--- src/cll_consts.svh ---
// Constants for the current loop logging control block
//
// Overview of operation
// - Stop-when-full policy halts recording at full memory and raises a warning until acknowledged.
// - A pending full or overwrite warning is raised again at every power-up.
// - After a stop-when-full halt, recording resumes only once memory is downloaded and freed.
// - Downloading before memory is full prevents any full or overwrite warning.
// - Wraparound policy keeps writing from the first location, overwriting oldest records.
// - Wraparound policy raises an acknowledge-required warning at the first overwrite.
// - At full memory, status shows recording-stopped or overwriting-data per the policy.
// - Unconditional gating stores a sample per recorded channel every interval.
// - High-level gating stores interval samples only while the gating input is high.
// - Low-level gating stores interval samples only while the gating input is low.
// - Recording interval is one of fifteen choices from one second to one hour.
// - Recording instants align to the clock as exact multiples within minute or hour.
// - Each of eight channels records nothing, the instantaneous value or the average.
// - A channel with an inactive input is never recorded.
// - Input range is inactive, 0-20 mA or 4-20 mA; result scaled from end values.
// - Range minimum maps to the low end value, maximum to the high end value.
// - A low end above the high end gives a result falling with rising current.
// - Decimal position selects zero to three fractional digits of the result.
// - Smoothing level zero means no filtering, five the longest time constant.
// - Current outside the extended window shows an over or under range indication.
// - Lower margin below 4 mA, up to 3.99 mA, applies only in 4-20 mA range.
// - Upper margin above 20 mA, up to 1.99 mA; both margins in 0.01 mA steps.
`ifndef CLL_CONSTS_SVH
`define CLL_CONSTS_SVH

// ----------------------------------------------------------------
// Current scale, all currents in 0.01 mA steps
// ----------------------------------------------------------------
`define CLL_CUR_FULL      12'h7D0
`define CLL_CUR_OFS_MIN   12'h190
`define CLL_SPAN_0_20     12'h7D0
`define CLL_SPAN_4_20     12'h640
`define CLL_FILT_FRAC     4
`define CLL_FILT_MAX      3'h5

// ----------------------------------------------------------------
// Record memory
// ----------------------------------------------------------------
`define CLL_MEM_DEPTH     13'h1000
`define CLL_MEM_LAST      12'hFFF
`define CLL_CNT_SAT       16'hFFFF
`define CLL_NUM_CH        8
`define CLL_LAST_CH       3'h7

// ----------------------------------------------------------------
// Recording interval table, codes 0-6 seconds, 7-13 minutes, 14 hour
// ----------------------------------------------------------------
`define CLL_PER_SEC_LAST  4'h6
`define CLL_PER_MIN_LAST  4'hD
`define CLL_PER_HOUR      4'hE

`endif

--- src/cll_pkg.sv ---
// Types shared by the current loop logging control block
package cll_pkg;

  // Input range selection
  typedef enum logic [1:0] {CLL_RANGE_OFF, CLL_RANGE_0_20, CLL_RANGE_4_20} cll_range_e;
  // Per-channel record selection
  typedef enum logic [1:0] {CLL_REC_NONE, CLL_REC_INST, CLL_REC_AVG} cll_rec_e;
  // Recording gate mode
  typedef enum logic [1:0] {CLL_GATE_ALWAYS, CLL_GATE_HIGH, CLL_GATE_LOW} cll_gate_e;
  // Memory-full policy
  typedef enum logic {CLL_FULL_STOP, CLL_FULL_WRAP} cll_full_e;
  // Memory status in place of remaining time
  typedef enum logic [1:0] {CLL_MEM_NORMAL, CLL_MEM_STOPPED, CLL_MEM_OVERWRITE} cll_mstat_e;
  // Reading indication
  typedef enum logic [1:0] {CLL_FLAG_OK, CLL_FLAG_OVER, CLL_FLAG_UNDER} cll_flag_e;
  // Record scheduler states
  typedef enum logic {CLL_ST_IDLE, CLL_ST_EMIT} cll_state_e;

endpackage : cll_pkg

--- src/cll_logging_ctrl.sv ---
// Current loop logging control: conditioning, record scheduling, memory policy
`include "cll_consts.svh"

module cll_logging_ctrl (
  input  wire logic               mclk_i,
  input  wire logic               srst_i,
  input  wire logic               sample_valid_i,
  input  wire logic [2:0]         sample_chan_i,
  input  wire logic [11:0]        sample_cur_i,
  input  wire logic [7:0][1:0]    in_type_i,
  input  wire logic [7:0][1:0]    rec_sel_i,
  input  wire logic [7:0][2:0]    filt_lvl_i,
  input  wire logic [7:0][14:0]   upper_end_scale_i,
  input  wire logic [7:0][14:0]   lower_end_scale_i,
  input  wire logic [7:0][1:0]    dec_pos_i,
  input  wire logic [7:0][7:0]    upper_ext_i,
  input  wire logic [7:0][8:0]    lower_ext_i,
  input  wire logic [1:0]         gate_mode_i,
  input  wire logic               full_policy_i,
  input  wire logic [3:0]         rec_period_i,
  input  wire logic               rtc_tick_i,
  input  wire logic [5:0]         rtc_sec_i,
  input  wire logic [5:0]         rtc_min_i,
  input  wire logic               gate_pin_i,
  input  wire logic               warn_ack_i,
  input  wire logic               power_up_i,
  input  wire logic               download_done_i,
  output logic                    meas_valid_o,
  output logic [2:0]              meas_chan_o,
  output logic [15:0]             meas_value_o,
  output logic [1:0]              meas_flag_o,
  output logic [1:0]              meas_dp_o,
  output logic                    rec_wr_o,
  output logic [11:0]             rec_addr_o,
  output logic [2:0]              rec_chan_o,
  output logic [11:0]             rec_data_o,
  output logic                    rec_avg_o,
  output logic                    warn_o,
  output logic [1:0]              mem_status_o,
  output logic [12:0]             used_o
);

  // ----------------------------------------------------------------
  // Helper functions
  // ----------------------------------------------------------------
  // Interval length within its unit for codes of the second and minute groups
  function automatic logic [5:0] cll_per_len(input logic [2:0] idx);
    logic [5:0] len;
    len = 6'h01;
    case (idx)
      3'h0:    len = 6'h01;
      3'h1:    len = 6'h02;
      3'h2:    len = 6'h05;
      3'h3:    len = 6'h0A;
      3'h4:    len = 6'h0F;
      3'h5:    len = 6'h14;
      default: len = 6'h1E;
    endcase
    return len;
  endfunction : cll_per_len

  // True at a clock instant that is an exact multiple of the interval
  function automatic logic cll_due(input logic [3:0] code, input logic [5:0] sec,
                                   input logic [5:0] mnt);
    logic [3:0] mcode;
    mcode = code - 4'h7;
    if (code <= `CLL_PER_SEC_LAST)
      return (sec % cll_per_len(code[2:0])) == 6'h00;
    else if (code <= `CLL_PER_MIN_LAST)
      return (sec == 6'h00) && ((mnt % cll_per_len(mcode[2:0])) == 6'h00);
    else if (code == `CLL_PER_HOUR)
      return (sec == 6'h00) && (mnt == 6'h00);
    else
      return 1'b0;
  endfunction : cll_due

  // ----------------------------------------------------------------
  // State
  // ----------------------------------------------------------------
  logic                gate_meta_r;
  logic                gate_sync_r;
  logic [17:0]         filt_r [`CLL_NUM_CH];
  logic [27:0]         sum_r  [`CLL_NUM_CH];
  logic [15:0]         cnt_r  [`CLL_NUM_CH];
  cll_pkg::cll_state_e st_r;
  cll_pkg::cll_state_e st_nxt;
  logic [2:0]          idx_r;
  logic [11:0]         wr_ptr_r;
  logic [12:0]         used_r;
  logic                stopped_r;
  logic                ovw_r;
  logic                warn_r;
  logic [1:0]          mstat_r;

  // ----------------------------------------------------------------
  // Input conditioning
  // ----------------------------------------------------------------
  // Gate pin crossing; only the second stage is read
  always_ff @(posedge mclk_i)
  begin
    if (srst_i)
    begin
      gate_meta_r <= 1'b0;
      gate_sync_r <= 1'b0;
    end
    else
    begin
      gate_meta_r <= gate_pin_i;
      gate_sync_r <= gate_meta_r;
    end
  end

  // First-order smoothing with shift equal to level; four fraction bits keep slow settling
  wire logic [2:0]  lvl_raw  = filt_lvl_i[sample_chan_i];
  wire logic [2:0]  lvl      = (lvl_raw > `CLL_FILT_MAX) ? `CLL_FILT_MAX : lvl_raw;
  wire logic [17:0] filt_old = filt_r[sample_chan_i];
  wire logic signed [17:0] filt_dif = $signed({2'b00, sample_cur_i, 4'h0}) - $signed(filt_old);
  wire logic [17:0] filt_nxt = filt_old + 18'(filt_dif >>> lvl);
  wire logic [11:0] fcur_nxt = filt_nxt[`CLL_FILT_FRAC +: 12];

  // ----------------------------------------------------------------
  // Scaling and window check of each filtered reading
  // ----------------------------------------------------------------
  cll_scale u_scale (
    .mclk_i      (mclk_i),
    .srst_i      (srst_i),
    .in_valid_i  (sample_valid_i),
    .in_chan_i   (sample_chan_i),
    .in_cur_i    (fcur_nxt),
    .range_i     (in_type_i[sample_chan_i]),
    .lo_i        (lower_end_scale_i[sample_chan_i]),
    .hi_i        (upper_end_scale_i[sample_chan_i]),
    .dp_i        (dec_pos_i[sample_chan_i]),
    .uext_i      (upper_ext_i[sample_chan_i]),
    .lext_i      (lower_ext_i[sample_chan_i]),
    .out_valid_o (meas_valid_o),
    .out_chan_o  (meas_chan_o),
    .out_value_o (meas_value_o),
    .out_flag_o  (meas_flag_o),
    .out_dp_o    (meas_dp_o)
  );

  // ----------------------------------------------------------------
  // Record scheduler
  // ----------------------------------------------------------------
  wire logic stop_pol = (full_policy_i == cll_pkg::CLL_FULL_STOP);
  wire logic full     = (used_r == `CLL_MEM_DEPTH);
  wire logic gate_ok  = (gate_mode_i == cll_pkg::CLL_GATE_ALWAYS) ||
                        ((gate_mode_i == cll_pkg::CLL_GATE_HIGH) && gate_sync_r) ||
                        ((gate_mode_i == cll_pkg::CLL_GATE_LOW) && !gate_sync_r);
  wire logic due      = rtc_tick_i && cll_due(rec_period_i, rtc_sec_i, rtc_min_i);
  wire logic start    = (st_r == cll_pkg::CLL_ST_IDLE) && due && gate_ok && !stopped_r;
  // Inactive inputs drop out of the recorded set whatever the selection says
  wire logic ch_en    = (rec_sel_i[idx_r] != cll_pkg::CLL_REC_NONE) &&
                        (in_type_i[idx_r] != cll_pkg::CLL_RANGE_OFF);
  wire logic wr_fire  = (st_r == cll_pkg::CLL_ST_EMIT) && ch_en && !(stop_pol && full);
  wire logic use_avg  = (rec_sel_i[idx_r] == cll_pkg::CLL_REC_AVG) && (cnt_r[idx_r] != 16'h0000);
  wire logic [27:0] avg_val = sum_r[idx_r] / {12'h000, cnt_r[idx_r]};
  wire logic [11:0] inst_val = filt_r[idx_r][`CLL_FILT_FRAC +: 12];

  // Scan all eight channels, one per cycle; a due tick that arrives during this scan starts nothing
  always_comb
  begin
    st_nxt = st_r;
    case (st_r)
      cll_pkg::CLL_ST_IDLE: if (start) st_nxt = cll_pkg::CLL_ST_EMIT;
      cll_pkg::CLL_ST_EMIT: if (idx_r == `CLL_LAST_CH) st_nxt = cll_pkg::CLL_ST_IDLE;
      default:              st_nxt = cll_pkg::CLL_ST_IDLE;
    endcase
  end

  always_ff @(posedge mclk_i)
  begin
    if (srst_i)
    begin
      st_r  <= cll_pkg::CLL_ST_IDLE;
      idx_r <= 3'h0;
    end
    else
    begin
      st_r  <= st_nxt;
      idx_r <= (st_r == cll_pkg::CLL_ST_EMIT) ? idx_r + 3'h1 : 3'h0;
    end
  end

  // Per-channel filter state and running average since the last record
  always_ff @(posedge mclk_i)
  begin
    for (int c = 0; c < `CLL_NUM_CH; c++)
    begin
      if (srst_i)
      begin
        filt_r[c] <= 18'h00000;
        sum_r[c]  <= 28'h0000000;
        cnt_r[c]  <= 16'h0000;
      end
      else
      begin
        if (sample_valid_i && sample_chan_i == 3'(c))
          filt_r[c] <= filt_nxt;
        if ((st_r == cll_pkg::CLL_ST_EMIT) && idx_r == 3'(c) && ch_en)
        begin
          // Reading of the same cycle opens the next average instead of being lost
          sum_r[c] <= (sample_valid_i && sample_chan_i == 3'(c)) ? {16'h0000, fcur_nxt} : 28'h0;
          cnt_r[c] <= (sample_valid_i && sample_chan_i == 3'(c)) ? 16'h0001 : 16'h0000;
        end
        else if (sample_valid_i && sample_chan_i == 3'(c) && cnt_r[c] != `CLL_CNT_SAT)
        begin
          sum_r[c] <= sum_r[c] + {16'h0000, fcur_nxt};
          cnt_r[c] <= cnt_r[c] + 16'h0001;
        end
      end
    end
  end

  // Record output port
  always_ff @(posedge mclk_i)
  begin
    if (srst_i)
    begin
      rec_wr_o   <= 1'b0;
      rec_addr_o <= 12'h000;
      rec_chan_o <= 3'h0;
      rec_data_o <= 12'h000;
      rec_avg_o  <= 1'b0;
    end
    else
    begin
      rec_wr_o   <= wr_fire;
      rec_addr_o <= wr_ptr_r;
      rec_chan_o <= idx_r;
      rec_data_o <= use_avg ? avg_val[11:0] : inst_val;
      rec_avg_o  <= use_avg;
    end
  end

  // ----------------------------------------------------------------
  // Memory policy and warning
  // ----------------------------------------------------------------
  wire logic fill_last = wr_fire && stop_pol && (used_r == `CLL_MEM_DEPTH - 13'h1);
  wire logic first_ovw = wr_fire && !stop_pol && full && !ovw_r;
  // Warning comes back at power-up while its cause is still there
  wire logic warn_set  = fill_last || first_ovw || (power_up_i && (stopped_r || ovw_r));
  wire logic [12:0] used_nxt = download_done_i ? {12'h000, wr_fire} :
                               (wr_fire && !full) ? used_r + 13'h1 : used_r;
  wire logic [1:0]  mstat_nxt = !full ? cll_pkg::CLL_MEM_NORMAL :
                                stop_pol ? cll_pkg::CLL_MEM_STOPPED : cll_pkg::CLL_MEM_OVERWRITE;

  // Set beats acknowledge and download in the same cycle so no event is lost
  always_ff @(posedge mclk_i)
  begin
    if (srst_i)
    begin
      wr_ptr_r  <= 12'h000;
      used_r    <= 13'h0000;
      stopped_r <= 1'b0;
      ovw_r     <= 1'b0;
      warn_r    <= 1'b0;
      mstat_r   <= cll_pkg::CLL_MEM_NORMAL;
    end
    else
    begin
      if (wr_fire)
        wr_ptr_r <= (wr_ptr_r == `CLL_MEM_LAST) ? 12'h000 : wr_ptr_r + 12'h001;
      used_r    <= used_nxt;
      stopped_r <= fill_last || (stopped_r && !download_done_i);
      ovw_r     <= first_ovw || (ovw_r && !download_done_i);
      warn_r    <= warn_set || (warn_r && !warn_ack_i && !download_done_i);
      mstat_r   <= mstat_nxt;
    end
  end

  assign warn_o       = warn_r;
  assign mem_status_o = mstat_r;
  assign used_o       = used_r;

  // ----------------------------------------------------------------
  // Checks
  // ----------------------------------------------------------------
  a_stop_halts: assert property (@(posedge mclk_i) disable iff (srst_i)
    (stop_pol && full) |=> !rec_wr_o)
    else $error("record written while halted on full memory");

  a_full_warns: assert property (@(posedge mclk_i) disable iff (srst_i)
    fill_last |=> (warn_o && stopped_r && used_o == `CLL_MEM_DEPTH))
    else $error("full memory did not halt and warn");

  a_warn_holds: assert property (@(posedge mclk_i) disable iff (srst_i)
    (warn_o && !warn_ack_i && !download_done_i) |=> warn_o)
    else $error("warning dropped without acknowledge");

  a_power_rewarn: assert property (@(posedge mclk_i) disable iff (srst_i)
    (power_up_i && (stopped_r || ovw_r)) |=> warn_o)
    else $error("pending warning not raised at power-up");

  a_resume_free: assert property (@(posedge mclk_i) disable iff (srst_i)
    download_done_i |=> (!stopped_r && used_o <= 13'h0001))
    else $error("download did not free memory");

  a_warn_cause: assert property (@(posedge mclk_i) disable iff (srst_i)
    $rose(warn_o) |-> (used_o == `CLL_MEM_DEPTH))
    else $error("warning raised before memory full");

  a_wrap_addr: assert property (@(posedge mclk_i) disable iff (srst_i)
    (wr_fire && wr_ptr_r == `CLL_MEM_LAST) |=> (wr_ptr_r == 12'h000))
    else $error("write pointer did not wrap to first location");

  a_ovw_warns: assert property (@(posedge mclk_i) disable iff (srst_i)
    (wr_fire && !stop_pol && full && !ovw_r) |=> (warn_o && ovw_r))
    else $error("first overwrite not warned");

  a_status_full: assert property (@(posedge mclk_i) disable iff (srst_i)
    (full && !stop_pol && !download_done_i) |=> (mem_status_o == cll_pkg::CLL_MEM_OVERWRITE))
    else $error("overwrite status missing at full memory");

  a_gate_block: assert property (@(posedge mclk_i) disable iff (srst_i)
    (st_r == cll_pkg::CLL_ST_IDLE && gate_mode_i == cll_pkg::CLL_GATE_HIGH && !gate_sync_r)
    |=> (st_r == cll_pkg::CLL_ST_IDLE))
    else $error("recording started with gate input low");

  a_gate_low: assert property (@(posedge mclk_i) disable iff (srst_i)
    (st_r == cll_pkg::CLL_ST_IDLE && gate_mode_i == cll_pkg::CLL_GATE_LOW && gate_sync_r)
    |=> (st_r == cll_pkg::CLL_ST_IDLE))
    else $error("recording started with gate input high");

  a_tick_align: assert property (@(posedge mclk_i) disable iff (srst_i)
    (st_r == cll_pkg::CLL_ST_IDLE && !due)
    |=> (st_r == cll_pkg::CLL_ST_IDLE))
    else $error("recording started off an interval instant");

  a_scan_step: assert property (@(posedge mclk_i) disable iff (srst_i)
    (st_r == cll_pkg::CLL_ST_EMIT && idx_r != `CLL_LAST_CH)
    |=> (st_r == cll_pkg::CLL_ST_EMIT && idx_r == $past(idx_r) + 3'h1))
    else $error("channel scan skipped a step");

  a_inactive_skip: assert property (@(posedge mclk_i) disable iff (srst_i)
    (st_r == cll_pkg::CLL_ST_EMIT && in_type_i[idx_r] == cll_pkg::CLL_RANGE_OFF)
    |=> !rec_wr_o)
    else $error("inactive channel recorded");

  a_filter_bypass: assert property (@(posedge mclk_i) disable iff (srst_i)
    (sample_valid_i && lvl == 3'h0) |-> (fcur_nxt == sample_cur_i))
    else $error("smoothing applied at level zero");

  a_stop_status: assert property (@(posedge mclk_i) disable iff (srst_i)
    (full && stop_pol && !download_done_i)
    |=> (mem_status_o == cll_pkg::CLL_MEM_STOPPED))
    else $error("stopped status missing at full memory");

endmodule : cll_logging_ctrl

--- src/cll_scale.sv ---
// Linear end-value scaler and extended window check for one reading
`include "cll_consts.svh"

module cll_scale (
  input  wire logic               mclk_i,
  input  wire logic               srst_i,
  input  wire logic               in_valid_i,
  input  wire logic [2:0]         in_chan_i,
  input  wire logic [11:0]        in_cur_i,
  input  wire logic [1:0]         range_i,
  input  wire logic [14:0]        lo_i,
  input  wire logic [14:0]        hi_i,
  input  wire logic [1:0]         dp_i,
  input  wire logic [7:0]         uext_i,
  input  wire logic [8:0]         lext_i,
  output logic                    out_valid_o,
  output logic [2:0]              out_chan_o,
  output logic [15:0]             out_value_o,
  output logic [1:0]              out_flag_o,
  output logic [1:0]              out_dp_o
);

  // ----------------------------------------------------------------
  // Window and scaling arithmetic
  // ----------------------------------------------------------------
  // Offset range starts at 4 mA, full range at 0 mA
  wire logic        ofs_rng   = (range_i == cll_pkg::CLL_RANGE_4_20);
  wire logic [11:0] cur_min   = ofs_rng ? `CLL_CUR_OFS_MIN : 12'h000;
  wire logic [11:0] span      = ofs_rng ? `CLL_SPAN_4_20 : `CLL_SPAN_0_20;
  wire logic [12:0] up_lim    = {1'b0, `CLL_CUR_FULL} + {5'h00, uext_i};
  wire logic [12:0] lo_lim    = {1'b0, `CLL_CUR_OFS_MIN} - {4'h0, lext_i};
  wire logic        over      = {1'b0, in_cur_i} > up_lim;
  // Lower margin only matters in the offset range
  wire logic        under     = ofs_rng && ({1'b0, in_cur_i} < lo_lim);
  wire logic signed [31:0] lo_s  = 32'($signed(lo_i));
  wire logic signed [31:0] dif_s = 32'($signed(hi_i)) - lo_s;
  wire logic signed [31:0] off_s = $signed({20'h00000, in_cur_i}) - $signed({20'h00000, cur_min});
  // Negative span from a low end above the high end falls naturally out of the sign
  wire logic signed [31:0] val_s = lo_s + (dif_s * off_s) / $signed({20'h00000, span});
  wire logic [1:0]  flag_nxt  = over ? cll_pkg::CLL_FLAG_OVER :
                                under ? cll_pkg::CLL_FLAG_UNDER : cll_pkg::CLL_FLAG_OK;

  // Output register; inactive inputs give no reading
  always_ff @(posedge mclk_i)
  begin
    if (srst_i)
    begin
      out_valid_o <= 1'b0;
      out_chan_o  <= 3'h0;
      out_value_o <= 16'h0000;
      out_flag_o  <= cll_pkg::CLL_FLAG_OK;
      out_dp_o    <= 2'h0;
    end
    else
    begin
      out_valid_o <= in_valid_i && (range_i != cll_pkg::CLL_RANGE_OFF);
      out_chan_o  <= in_chan_i;
      out_value_o <= val_s[15:0];
      out_flag_o  <= flag_nxt;
      out_dp_o    <= dp_i;
    end
  end

  a_over_flag: assert property (@(posedge mclk_i) disable iff (srst_i)
    (in_valid_i && range_i != cll_pkg::CLL_RANGE_OFF && {1'b0, in_cur_i} > up_lim)
    |=> (out_valid_o && out_flag_o == cll_pkg::CLL_FLAG_OVER))
    else $error("over range reading not flagged");

  a_low_end_map: assert property (@(posedge mclk_i) disable iff (srst_i)
    (in_valid_i && range_i == cll_pkg::CLL_RANGE_4_20 && in_cur_i == `CLL_CUR_OFS_MIN)
    |=> (out_value_o == 16'($signed($past(lo_i)))))
    else $error("range minimum did not map to low end value");

endmodule : cll_scale

--- config.mk ---
export PLATFORM = sky130hd
export DESIGN_NAME = cll_logging_ctrl
export DESIGN_NICKNAME = d
export VERILOG_FILES = /design/src/cll_pkg.sv /design/src/cll_logging_ctrl.sv /design/src/cll_scale.sv
export VERILOG_INCLUDE_DIRS = /design/src
export SDC_FILE = /design/constraint.sdc
export NUM_CORES = 2
export LEC_CHECK = 0
export ABC_AREA = 1
export BUFFER_PORTS_ARGS = -buffer_cell sky130_fd_sc_hd__buf_4
export CORE_MARGIN = 8
export CORE_UTILIZATION = 45
export DETAILED_ROUTE_END_ITERATION = 16
export PLACE_DENSITY = 0.73
export SYNTH_ARGS = -nofsm -noshare
export SYNTH_HDL_FRONTEND = slang
export SYNTH_SLANG_ARGS = --single-unit
export TNS_END_PERCENT = 10
--- constraint.sdc ---
create_clock -name mclk_i -period 159.4 [get_ports mclk_i]
set_clock_uncertainty 0.1 [all_clocks]
set_input_delay 15.94 -clock mclk_i [delete_from_list [all_inputs] [get_ports mclk_i]]
set_output_delay 15.94 -clock mclk_i [all_outputs]
set_load 0.02 [all_outputs]
==> flow_metrics.py <==
metrics = {
    "drt": {
        "drc": 0,
        "drt_iter0_markers": 7575,
        "wl_per_cell_um": 18.8,
        "vias": 85500,
        "ant_nets": 0,
        "drt-total-wl_mm": 290,
        "viasPerCell": 5.54,
        "first_pass_iters": 6,
    },
    "yosys": {
        "synth_nets": 13900,
        "synth_edf_count": 496,
        "postSynth.asyncResetShare": 0,
        "synthTopCellsByArea": "edfxtp_1, nand2_1, ha_1, inv_1, nor2_1",
        "synth_flop_cell": "edfxtp_1",
        "yosysTopAreaCell": "edfxtp_1",
        "synthDistinctLibCells": 95,
        "synth_top_area_frac": 0.174,
        "syn_area_per_cell_um2": 6.86,
        "synth_cells": 12500,
        "yosysWarnings": 0,
        "syn_area_um2": 85600,
        "ys_ff_latch": 585,
        "yosysSeqAreaShare": 0.195,
    },
    "clock_tree": {
        "cts_tree": "built",
        "h-tree-depth": 3,
        "cts_sinks": 585,
        "clk_pin_slew_ns": 0.07,
        "cts_setup_buffers": 0,
        "cts_hold_buf": 0,
        "postCtsResizedCells": 0,
        "numCtsBuffers": 72,
        "clock_latency_ns": 0.71,
        "cts.path.max_buffers": 3,
        "cts-root-buf": "clkbuf_16",
    },
    "cells_and_area": {
        "fill_cells": 18900,
        "synthToLayoutAreaGrowth_pct": 10.4,
        "drive_gt1_frac": 0.133,
        "final_common_cell": "nand2_1",
        "fin_util": 0.498,
        "final_cell_mix": "nand2_1, inv_1, nor2_1",
        "nNetsFinal": 14300,
    },
    "setup_path": {
        "cp-start-kind": "flip-flop",
        "path_class": "flip-flop to flip-flop",
        "required_ns": 159.89,
        "worst_ep_arrival_time_ns": 85.35,
        "slowest_delay_ns": 0.78,
        "slowest_stage": "nor2_1",
        "setup.worst_path.end_class": "flip-flop",
        "worst-path-buf-inv": 96,
        "cpLargestDelayFamily": "compound AO/OA/AOI/OAI gates",
        "worstPathMaxFanout": 77,
        "cp_common_cell": "a21oi_1",
    },
    "placement": {
        "gp_congestion": 0.977,
        "io_buffers": 558,
        "dpl.hpwl_mm": 232,
    },
    "die": {
        "dieHeight_um": 452,
        "die_x_um": 452,
        "num_io_pins": 559,
        "dieArea_um2": 204000,
        "start_util": 0.451,
        "core_um2": 190000,
        "placementRows": 160,
    },
    "run_status": {
        "outcome": "finished, final reports clean",
    },
    "global_route": {
        "use_met3": 0.0438,
        "use_met2": 0.455,
        "grt_antenna_before_repair": 17,
        "gr-max-usage-layer": "met2",
        "grt_use_met1": 0.342,
        "grt_pass1_vias": 80100,
        "grt_max_degree": 159,
        "track_usage": 0.270,
        "overflow": 0,
        "grt_pass1_wl_mm": 445,
    },
    "timing": {
        "drv_slew": 0,
        "final-setup-viol-count": 0,
        "finalHoldViolCount": 0,
        "fin_crit_ns": 84.86,
        "rsz0062_at_grt": "no",
        "fin_setup_tns_ns": 0,
        "max_slew_margin": 0.127,
        "tightestPinTransition_ns": 1.30,
        "hold_slack_ns": 0.361,
        "fin_crit_sh": 0.532,
        "max_freq_ghz": 0.0118,
    },
    "min_path": {
        "hp-class": "flip-flop to flip-flop",
    },
    "flow_run": {
        "drv_cap": 0,
    },
}
## cell families after synthesis
kind of cell | after synthesis | synth area share
compound gates | 2423 | 0.164
xor+xnor | 500 | 0.0513
fa+ha+maj | 939 | 0.156
buf+inv | 2185 | 0.101
flops | 585 | 0.195
mux | 6 | 0.000716
simple gates | 5833 | 0.331
## tightest hold or removal path: stages, from the launching register on
cell and delay (ns):
dfxtp_1 0.32, inv_1 0.05, nor2_1 0.04
## cells in the mapped netlist, drive strengths merged (10+ instances only)
cell	number
o21a	49
nor4	34
nor3	200
a221oi	46
a22o	20
or2	62
o211ai	16
fa	218
xor2	324
a211oi	18
o221ai	20
nand3	766
o31ai	27
nand2	2945
o21bai	66
a31oi	95
dfxtp	89
buf	76
a21o	56
o32ai	15
o21ai	944
a21oi	754
edfxtp	496
nand4	201
inv	1800
clkbuf	267
ha	721
nand3b	67
nor3b	33
xnor2	176
a22oi	175
o22ai	77
and3	10
nor2	1492
and2	12
clkinv	41
## registers in the layout, summed over array words and instances, names as in the netlist, 12 cells and up
register and count:
used_o 13, rec_addr_o 12, wr_ptr_r 12, cnt_r 128, sum_r 224, rec_data_o 12
u_scale.out_value_o 16, filt_r 144
## area by class of cell
cell class              instances  area, um^2  area share
inverters                    1842        7000      0.0741
multi-input cells            9701       60400       0.639
diodes                          7        17.5    0.000185
repair buffers                658        4950      0.0524
well taps                    2511        3140      0.0333
clock buffers                  83        1850      0.0196
clock inverters                46         437     0.00462
flip-flops and latches        585       16700       0.177
## metal layers
metal  wire [um]  share of wire
met4       14200          0.049
met5          11       0.000038
met2      134000           0.46
met1      119000           0.41
met3       23200          0.080
## metrics by stage
stage,setup WS (ns),cells,area (um^2)
after global placement,78.13,15300,92100
after CTS,75.32,15400,94400
after global routing,63.53,15400,94400
final,74.54,15400,94400
after floorplan,79.94,12500,85600
after detailed placement,75.65,15300,92100
## final timing paths
| path | cells after the start | slack, ns | to | startpoint |
|---|---|---|---|---|
| hold / removal | 2 | 0.36 | rec_addr_o[1]$_SDFF_PP0_ | wr_ptr_r[1]$_SDFFE_PP0P_ |
| setup reg to reg | 512 | 74.54 | rec_data_o[0]$_SDFF_PP0_ | idx_r[0]$_SDFF_PP0_ |
| hold reg to reg | 2 | 0.36 | rec_addr_o[1]$_SDFF_PP0_ | wr_ptr_r[1]$_SDFFE_PP0P_ |
| setup / recovery | 512 | 74.54 | rec_data_o[0]$_SDFF_PP0_ | idx_r[0]$_SDFF_PP0_ |
Power is not shown: default switching activity piles up to over one toggle a cycle in this logic, so the estimate is an artifact.
